## src/design/fai_regs.svh

```systemverilog
`ifndef FAI_REGS_SVH
`define FAI_REGS_SVH

// Word offsets of the command sequence
`define FAI_UNLOCK1_ADDR  11'h555
`define FAI_UNLOCK2_ADDR  11'h2aa
`define FAI_CMD_ADDR      11'h555
`define FAI_EXIT_ADDR     11'h000
// Command data values
`define FAI_UNLOCK1_DATA  16'h00aa
`define FAI_UNLOCK2_DATA  16'h0055
`define FAI_ID_CMD_DATA   16'h0090
`define FAI_EXIT_DATA     16'h00f0
// Item select codes on A3..A0 (A6 low)
`define FAI_ITEM_MANUF    4'h0
`define FAI_ITEM_DEV1     4'h1
`define FAI_ITEM_PROT     4'h2
`define FAI_ITEM_SECURE   4'h3
`define FAI_ITEM_DEV2     4'he
`define FAI_ITEM_DEV3     4'hf
// Bus phase timing in core_clk cycles
`define FAI_SETUP_CYC     4'h2
`define FAI_STROBE_CYC    4'h9
`define FAI_HOLD_CYC      4'h2
// Sector protection answer bit
`define FAI_PROT_BIT      0

`endif

```

## src/design/fai_pkg.sv

```systemverilog
package fai_pkg;

	typedef enum logic [2:0] {
		FAI_OP_ENTER   = 3'h0,
		FAI_OP_READ    = 3'h1,
		FAI_OP_EXIT    = 3'h2,
		FAI_OP_HV_ON   = 3'h3,
		FAI_OP_HV_OFF  = 3'h4
	} fai_op_t;

	typedef struct packed {
		fai_op_t     op;
		logic [3:0]  item;
		logic [9:0]  sector;
	} fai_req_t;

	typedef struct packed {
		logic        ce_n;
		logic        oe_n;
		logic        we_n;
		logic        a9_hv;
	} fai_ctl_t;

endpackage

```

## src/design/fai_host.sv

```systemverilog
`timescale 1ns/100ps
`include "fai_regs.svh"

// What this block does
// - Identification mode is entered either by the command sequence or by high voltage on A9.
// - In high-voltage entry the host holds A9 at the identification level throughout the reads.
// - The host never sends the entry sequence while the device is busy programming or erasing.
// - The host leaves the mode by writing the reset command.
// - For a protection query the sector goes on the top address bits, other bits don't care.
// - A6 low and A3..A0 select the item read (manufacturer, device words, protection, secure).
// - An identification read is a plain read with chip select and output enable low, write enable high.
// - High voltage on A9 is applied only after power-up and removed when power good is low while the host is idle.
// - Entry is three word writes: unlock one at 0x555, unlock two at 0x2aa, command at 0x555.
module fai_host #(
	parameter int ADDR_W = 26,
	parameter int SECT_W = 10
) (
	input  wire logic                 core_clk,
	input  wire logic                 rst,
	input  wire fai_pkg::fai_req_t    req,
	input  wire logic                 req_valid,
	input  wire logic                 dev_busy,
	input  wire logic                 power_good,
	input  wire logic [15:0]          dq_in,
	output logic                      req_ready,
	output logic                      rsp_valid,
	output logic [15:0]               rsp_data,
	output logic                      rsp_protected,
	output logic                      in_id_mode,
	output logic                      req_error,
	output logic [ADDR_W-1:0]         addr,
	output logic [15:0]               dq_out,
	output logic                      dq_oe,
	output fai_pkg::fai_ctl_t         ctl
);

	// Refuse widths the address map cannot serve
	if (ADDR_W < 16 || SECT_W < 1 || SECT_W > 10 || SECT_W > ADDR_W - 16) begin : g_bad_width
		$error("fai_host: unsupported address or sector width");
	end

	typedef enum logic [4:0] {
		ST_IDLE   = 5'b00001,
		ST_SETUP  = 5'b00010,
		ST_STROBE = 5'b00100,
		ST_HOLD   = 5'b01000,
		ST_DONE   = 5'b10000
	} fai_st_t;

	////////////////////////////////////////////////////////////////////////////
	// Helpers

	// Item read address: sector on top bits, A6 low, item on A3..A0
	function automatic logic [ADDR_W-1:0] item_addr(input logic [9:0] sect, input logic [3:0] it);
		logic [ADDR_W-1:0] a;
		a = '0;
		a[ADDR_W-1 -: SECT_W] = sect[SECT_W-1:0];
		a[3:0] = it;
		return a;
	endfunction

	function automatic logic [ADDR_W-1:0] word_addr(input logic [10:0] off);
		return {{(ADDR_W-11){1'b0}}, off};
	endfunction

	////////////////////////////////////////////////////////////////////////////
	// State

	fai_st_t            st_ff, nxt_st;
	logic [3:0]         cnt_ff, nxt_cnt;
	logic [1:0]         step_ff, nxt_step;
	logic [1:0]         last_ff, nxt_last;
	logic               rd_ff, nxt_rd;
	fai_pkg::fai_req_t  cur_ff, nxt_cur;
	logic               ready_ff, nxt_ready;
	logic               rv_ff, nxt_rv;
	logic [15:0]        rdat_ff, nxt_rdat;
	logic               prot_ff, nxt_prot;
	logic               idm_ff, nxt_idm;
	logic               err_ff, nxt_err;
	logic [ADDR_W-1:0]  addr_ff, nxt_addr;
	logic [15:0]        dqo_ff, nxt_dqo;
	logic               dqoe_ff, nxt_dqoe;
	fai_pkg::fai_ctl_t  ctl_ff, nxt_ctl;

	// Next-state logic for the bus sequencer
	always_comb begin
		nxt_st    = st_ff;
		nxt_cnt   = cnt_ff;
		nxt_step  = step_ff;
		nxt_last  = last_ff;
		nxt_rd    = rd_ff;
		nxt_cur   = cur_ff;
		nxt_ready = 1'b0;
		nxt_rv    = 1'b0;
		nxt_rdat  = rdat_ff;
		nxt_prot  = prot_ff;
		nxt_idm   = idm_ff;
		nxt_err   = 1'b0;
		nxt_addr  = addr_ff;
		nxt_dqo   = dqo_ff;
		nxt_dqoe  = dqoe_ff;
		nxt_ctl   = ctl_ff;
		case (st_ff)
			ST_IDLE: begin
				nxt_ready = 1'b1;
				if (req_valid && ready_ff) begin
					nxt_ready = 1'b0;
					nxt_cur   = req;
					nxt_step  = 2'h0;
					nxt_cnt   = `FAI_SETUP_CYC;
					nxt_st    = ST_SETUP;
					case (req.op)
						fai_pkg::FAI_OP_ENTER: begin
							// entry only from a read mode
							if (dev_busy || idm_ff) begin
								nxt_err = 1'b1;
								nxt_st  = ST_DONE;
							end
							nxt_last = 2'h2;
							nxt_rd   = 1'b0;
						end
						fai_pkg::FAI_OP_READ: begin
							// reads only while mode is held
							if (!idm_ff) begin
								nxt_err = 1'b1;
								nxt_st  = ST_DONE;
							end
							nxt_last = 2'h0;
							nxt_rd   = 1'b1;
						end
						fai_pkg::FAI_OP_EXIT: begin
							nxt_last = 2'h0;
							nxt_rd   = 1'b0;
						end
						fai_pkg::FAI_OP_HV_ON: begin
							if (!power_good || idm_ff) begin
								nxt_err = 1'b1;
							end else begin
								nxt_ctl.a9_hv = 1'b1;
								nxt_idm       = 1'b1;
							end
							nxt_st = ST_DONE;
						end
						default: begin
							nxt_ctl.a9_hv = 1'b0;
							nxt_idm       = 1'b0;
							nxt_st        = ST_DONE;
						end
					endcase
				end
				// drop high voltage when power goes
				if (!power_good && ctl_ff.a9_hv) begin
					nxt_ctl.a9_hv = 1'b0;
					nxt_idm       = 1'b0;
				end
			end
			ST_SETUP: begin
				// Address, data and strobes for this bus cycle
				case (cur_ff.op)
					fai_pkg::FAI_OP_ENTER: begin
						case (step_ff)
							2'h0: begin
								nxt_addr = word_addr(`FAI_UNLOCK1_ADDR);
								nxt_dqo  = `FAI_UNLOCK1_DATA;
							end
							2'h1: begin
								nxt_addr = word_addr(`FAI_UNLOCK2_ADDR);
								nxt_dqo  = `FAI_UNLOCK2_DATA;
							end
							default: begin
								nxt_addr = word_addr(`FAI_CMD_ADDR);
								nxt_dqo  = `FAI_ID_CMD_DATA;
							end
						endcase
					end
					fai_pkg::FAI_OP_EXIT: begin
						// exit value at a fixed offset
						nxt_addr = word_addr(`FAI_EXIT_ADDR);
						nxt_dqo  = `FAI_EXIT_DATA;
					end
					default: begin
						// item on A3..A0 with A6 low
						nxt_addr = item_addr(cur_ff.sector, cur_ff.item);
					end
				endcase
				nxt_dqoe     = !rd_ff;
				nxt_ctl.ce_n = 1'b0;
				if (cnt_ff == 4'h0) begin
					// strobe on: output enable low for reads, write enable low for writes
					nxt_ctl.oe_n = !rd_ff;
					nxt_ctl.we_n = rd_ff;
					nxt_cnt      = `FAI_STROBE_CYC;
					nxt_st       = ST_STROBE;
				end else begin
					nxt_cnt = cnt_ff - 4'h1;
				end
			end
			ST_STROBE: begin
				if (cnt_ff == 4'h0) begin
					if (rd_ff) begin
						// code captured from the data bus
						nxt_rdat = dq_in;
						nxt_prot = dq_in[`FAI_PROT_BIT];
					end
					nxt_ctl.oe_n = 1'b1;
					nxt_ctl.we_n = 1'b1;
					nxt_cnt      = `FAI_HOLD_CYC;
					nxt_st       = ST_HOLD;
				end else begin
					nxt_cnt = cnt_ff - 4'h1;
				end
			end
			ST_HOLD: begin
				nxt_ctl.ce_n = 1'b1;
				nxt_dqoe     = 1'b0;
				if (cnt_ff == 4'h0) begin
					if (step_ff == last_ff) begin
						nxt_st = ST_DONE;
						nxt_rv = rd_ff;
						if (cur_ff.op == fai_pkg::FAI_OP_ENTER) begin
							nxt_idm = 1'b1;
						end
						if (cur_ff.op == fai_pkg::FAI_OP_EXIT) begin
							nxt_idm       = 1'b0;
							nxt_ctl.a9_hv = 1'b0;
						end
					end else begin
						nxt_step = step_ff + 2'h1;
						nxt_cnt  = `FAI_SETUP_CYC;
						nxt_st   = ST_SETUP;
					end
				end else begin
					nxt_cnt = cnt_ff - 4'h1;
				end
			end
			ST_DONE: begin
				nxt_st = ST_IDLE;
			end
			default: begin
				nxt_st = ST_IDLE;
			end
		endcase
	end

	// Register every piece of state
	always_ff @(posedge core_clk) begin
		if (rst) begin
			st_ff    <= ST_IDLE;
			cnt_ff   <= 4'h0;
			step_ff  <= 2'h0;
			last_ff  <= 2'h0;
			rd_ff    <= 1'b0;
			cur_ff   <= '0;
			ready_ff <= 1'b0;
			rv_ff    <= 1'b0;
			rdat_ff  <= 16'h0000;
			prot_ff  <= 1'b0;
			idm_ff   <= 1'b0;
			err_ff   <= 1'b0;
			addr_ff  <= '0;
			dqo_ff   <= 16'h0000;
			dqoe_ff  <= 1'b0;
			ctl_ff   <= 4'he;
		end else begin
			st_ff    <= nxt_st;
			cnt_ff   <= nxt_cnt;
			step_ff  <= nxt_step;
			last_ff  <= nxt_last;
			rd_ff    <= nxt_rd;
			cur_ff   <= nxt_cur;
			ready_ff <= nxt_ready;
			rv_ff    <= nxt_rv;
			rdat_ff  <= nxt_rdat;
			prot_ff  <= nxt_prot;
			idm_ff   <= nxt_idm;
			err_ff   <= nxt_err;
			addr_ff  <= nxt_addr;
			dqo_ff   <= nxt_dqo;
			dqoe_ff  <= nxt_dqoe;
			ctl_ff   <= nxt_ctl;
		end
	end

	// Outputs straight from flops
	assign req_ready     = ready_ff;
	assign rsp_valid     = rv_ff;
	assign rsp_data      = rdat_ff;
	assign rsp_protected = prot_ff;
	assign in_id_mode    = idm_ff;
	assign req_error     = err_ff;
	assign addr          = addr_ff;
	assign dq_out        = dqo_ff;
	assign dq_oe         = dqoe_ff;
	assign ctl           = ctl_ff;
endmodule // fai_host

```

## config.mk

```make
export PLATFORM = sky130hd
export DESIGN_NAME = fai_host
export DESIGN_NICKNAME = d
export VERILOG_FILES = /design/src/design/fai_pkg.sv /design/src/design/fai_host.sv
export VERILOG_INCLUDE_DIRS = /design/src /design/src/design
export SDC_FILE = /design/constraint.sdc
export NUM_CORES = 1
export LEC_CHECK = 0
export BUFFER_PORTS_ARGS = -buffer_cell sky130_fd_sc_hd__buf_2
export CORE_ASPECT_RATIO = 0.5
export CORE_MARGIN = 2
export CORE_UTILIZATION = 50
export DETAILED_ROUTE_END_ITERATION = 8
export PLACE_DENSITY = 0.77
export SYNTH_ARGS = -nofsm -noshare
export SYNTH_HDL_FRONTEND = slang
export SYNTH_SLANG_ARGS = --single-unit
```

## constraint.sdc

```tcl
create_clock -name core_clk -period 3 [get_ports core_clk]
set_input_delay 0.6 -clock core_clk [delete_from_list [all_inputs] [get_ports core_clk]]
set_output_delay 0.6 -clock core_clk [all_outputs]
set_load 0.03 [all_outputs]
```

==> summary.md <==
| Metric | Value |
|---|---|
| Status | finished clean |
| Cell type contributing the most total cell area after synthesis | dfxtp_1 |
| Clk_skew | 0.00586 ns |
| Final WL | 7.36 mm |
| First-pass GRT wire length | 12.0 mm |
| CP Capture Type | flip-flop |
| Seq/Total Area, Yosys | 46.6% |
| Global route overflow | 0 |
| Place WS | 0.943 ns |
| Max-slew headroom | 56.6% |
| HPWL after DPL | 4.87 mm |
| Setup CP Type | reg2reg |
| Setup TNS | 0 ns |
| Flip-flop and latch count after synthesis | 77 |
| RSZ-0062 raised after global routing | false |
| Final setup margin | 0.969 ns |
| Clk_lat worst skew | 0.33 ns |
| Cell Area, Synth | 0.00331 sq mm |
| CTS tree | done |
| All-Layer GR Usage | 21.3% |
| Cell count after synthesis | 392 |
| Reg2reg end | addr[0] |
| Crit Path Max Fanout | 21 |
| Placer congestion estimate | 0.804 |
| Worst EP required | 3.25 ns |
| Antenna cells | 0 |
| Postcts setup bufs | 0 |
| Antenna viol nets, final | 0 |
| Via count | 2904 |
| Final hold vios | 0 |
| Worst slew pin tran | 0.651 ns |
| Min-delay src | addr[16] |
| Routed vias/inst | 5.19 |
| Antenna violations before repair | 0 |
| CTS Buffer Depth | 2 |
| P&R area growth vs syn | 21.4% |
| Commonest cells after routing, fill and taps aside | 92 x buf_2, 77 x dfxtp_1, 62 x nand2_1, 40 x nor2_1, 40 x a21oi_1 |
| H-tree Lvls | 3 |
| Port Buf Inserts | 92 |
| WL met1 | 3.41 mm |
| Fmax achieved | 0.492 GHz |
| IO Count | 106 |
| Final core utilization | 64.4% |
| Yosys top cell area share | 46.6% |
| Routed len/inst | 13.1 um |
| Post-synth cell types | 53 |
| Clk root buf | clkbuf_16 |
| Highest metal used | met4 |
| Initial Util | 53.1% |
| YS warnings | 0 |
| Die Ht | 61.5 um |
| Drt drc | 0 |
| Share of cells above drive strength 1 | 25.4% |
| Chip width | 119 um |
| # resized after CTS | 0 |
| Detailed Route Iter0 Violations | 235 |
| CTS sink cnt | 77 |
| Startpoint Class | flip-flop |
| Final setup fails | 0 |
| Worst hold endpoint | addr[16] |
| EDFF count, synth | 0 |
| FILL cells | 557 |
| Die area | 0.00732 sq mm |
| Area post-placement | 0.00372 sq mm |
| R2R Setup Slk | 0.97 ns |
| Max rail drop VDD | 0.390 mV |
| Max-Cap Viols | 0 |
| Pin count of the biggest net entering global routing | 34 |
| Met2 wire length | 3.23 mm |
| Lkg Pwr | 1.82 nW |
| Tmin final | 2.03 ns |
| Core area | 0.00623 sq mm |
| Top cells by area, synth | dfxtp_1 47%, nand2_1 7.0%, a21oi_1 6.1% |
| Hold Path Depth | 2 |
| WP data arrival | 2.28 ns |
| CTS Hold Bufs | 0 |
| PwrDens | 575 mW/mm^2 |
| Commonest non-fill, non-tap cell in the layout | buf_2 |
| Core Rows | 20 |
| Hold crit path type | reg2reg |
| Main synth FF type | dfxtp_1 |
| Vias in the first global route | 2553 |
| Max Transition Viols Final | 0 |
| Total CTS buffers | 9 |
| First-pass iteration count of the detailed router | 5 |
| NumNets Final | 508 |
| Synth async-reset ratio | 0% |
| Post-route cell area | 0.00402 sq mm |
| Synthesized area per cell | 8.44 sq um |
| WL met3 | 626 um |
| R2R cell count | 6 |
| Tcrit/Tclk final | 67.7% |
| CTS clk-pin slew, worst paths | 0.06 ns |
| Reg2reg start | st_ff[2] |
[report_power, final]
group          leakage, nW  internal [W]  total, W  switching (W)
clock network        0.139      0.000663   0.00106       0.000395
logic                 1.06     0.0000650  0.000190       0.000125
registers            0.623       0.00104   0.00106      0.0000163
[how the worst max path moves through the flow]
stage	start	endpoint	slack, ns	depth (start not counted)
finish	st_ff[2]	addr[0]	0.97	6
global route	st_ff[2]	addr[0]	0.82	6
CTS	st_ff[2]	addr[0]	0.98	6
detailed placement	req[14]	ctl[0]	0.94	6
global placement	req[14]	ctl[0]	0.98	6
floorplan	req[14]	ctl[0]	0.94	6
[metal layers]
layer	vias to the layer above	GRT usage, %
met5	-	0
li1	1464	-
met4	0	9.69
met3	9	7.22
met2	114	33.5
met1	1317	27.4
[metrics by stage]
step           hold slack (ns)  instances  power, W
2_1_floorplan            0.431        404   0.00123
5_1_grt                  0.464        560   0.00240
4_1_cts                  0.448        560   0.00233
3_3_place_gp             0.439        545   0.00127
6_report                 0.447        560   0.00231
3_5_place_dp             0.441        545   0.00127
[flip-flops by register name, indices dropped and copies added (netlist names)]
name        cells
step_ff         2
ctl             4
dq_out          6
rsp_data       16
dq_oe           1
rsp_valid       1
last_ff         1
in_id_mode      1
req_error       1
st_ff           5
addr           16
req_ready       1
cnt_ff          4
cur_ff         17
rd_ff           1
[synthesized netlist by cell type, types with 3 or more instances]
cell / count
nor2b_1: 4
a31oi_1: 3
nor3_1: 14
buf_4: 21
mux2i_1: 19
dfxtp_1: 77
inv_1: 5
nand2_1: 62
nor2_1: 40
nand3_1: 20
a211oi_1: 4
nand2b_1: 7
a21oi_1: 40
clkbuf_1: 22
[cell type report]
type                    instances  area (sq um)  area share, %
clock inverters                 3          46.3           1.15
clock buffers                  12           246           6.14
flip-flops and latches         77          1540           38.4
multi-input cells             276          1540           38.3
inverters                       5          18.8          0.467
repair buffers                 99           513           12.8
well taps                      88           110           2.74
[critical path, stage by stage (launching register included)]
cell and delay, ns:
dfxtp_1 0.34, nor2_1 0.35, nand3_1 0.14, buf_4 0.23, or2_1 0.31, or3_1 0.39
a31oi_1 0.18
[logic make-up after synthesis]
| group | synth area share, % |
|---|---|
| other cells | 0.113 |
| xor+xnor | 0.530 |
| simple gates | 24.5 |
| flops | 46.6 |
| buf+inv | 8.25 |
| fa+ha+maj | 0.756 |
| mux | 6.43 |
| compound gates | 12.9 |
No activity file was read; power rests on OpenSTA's default activity.
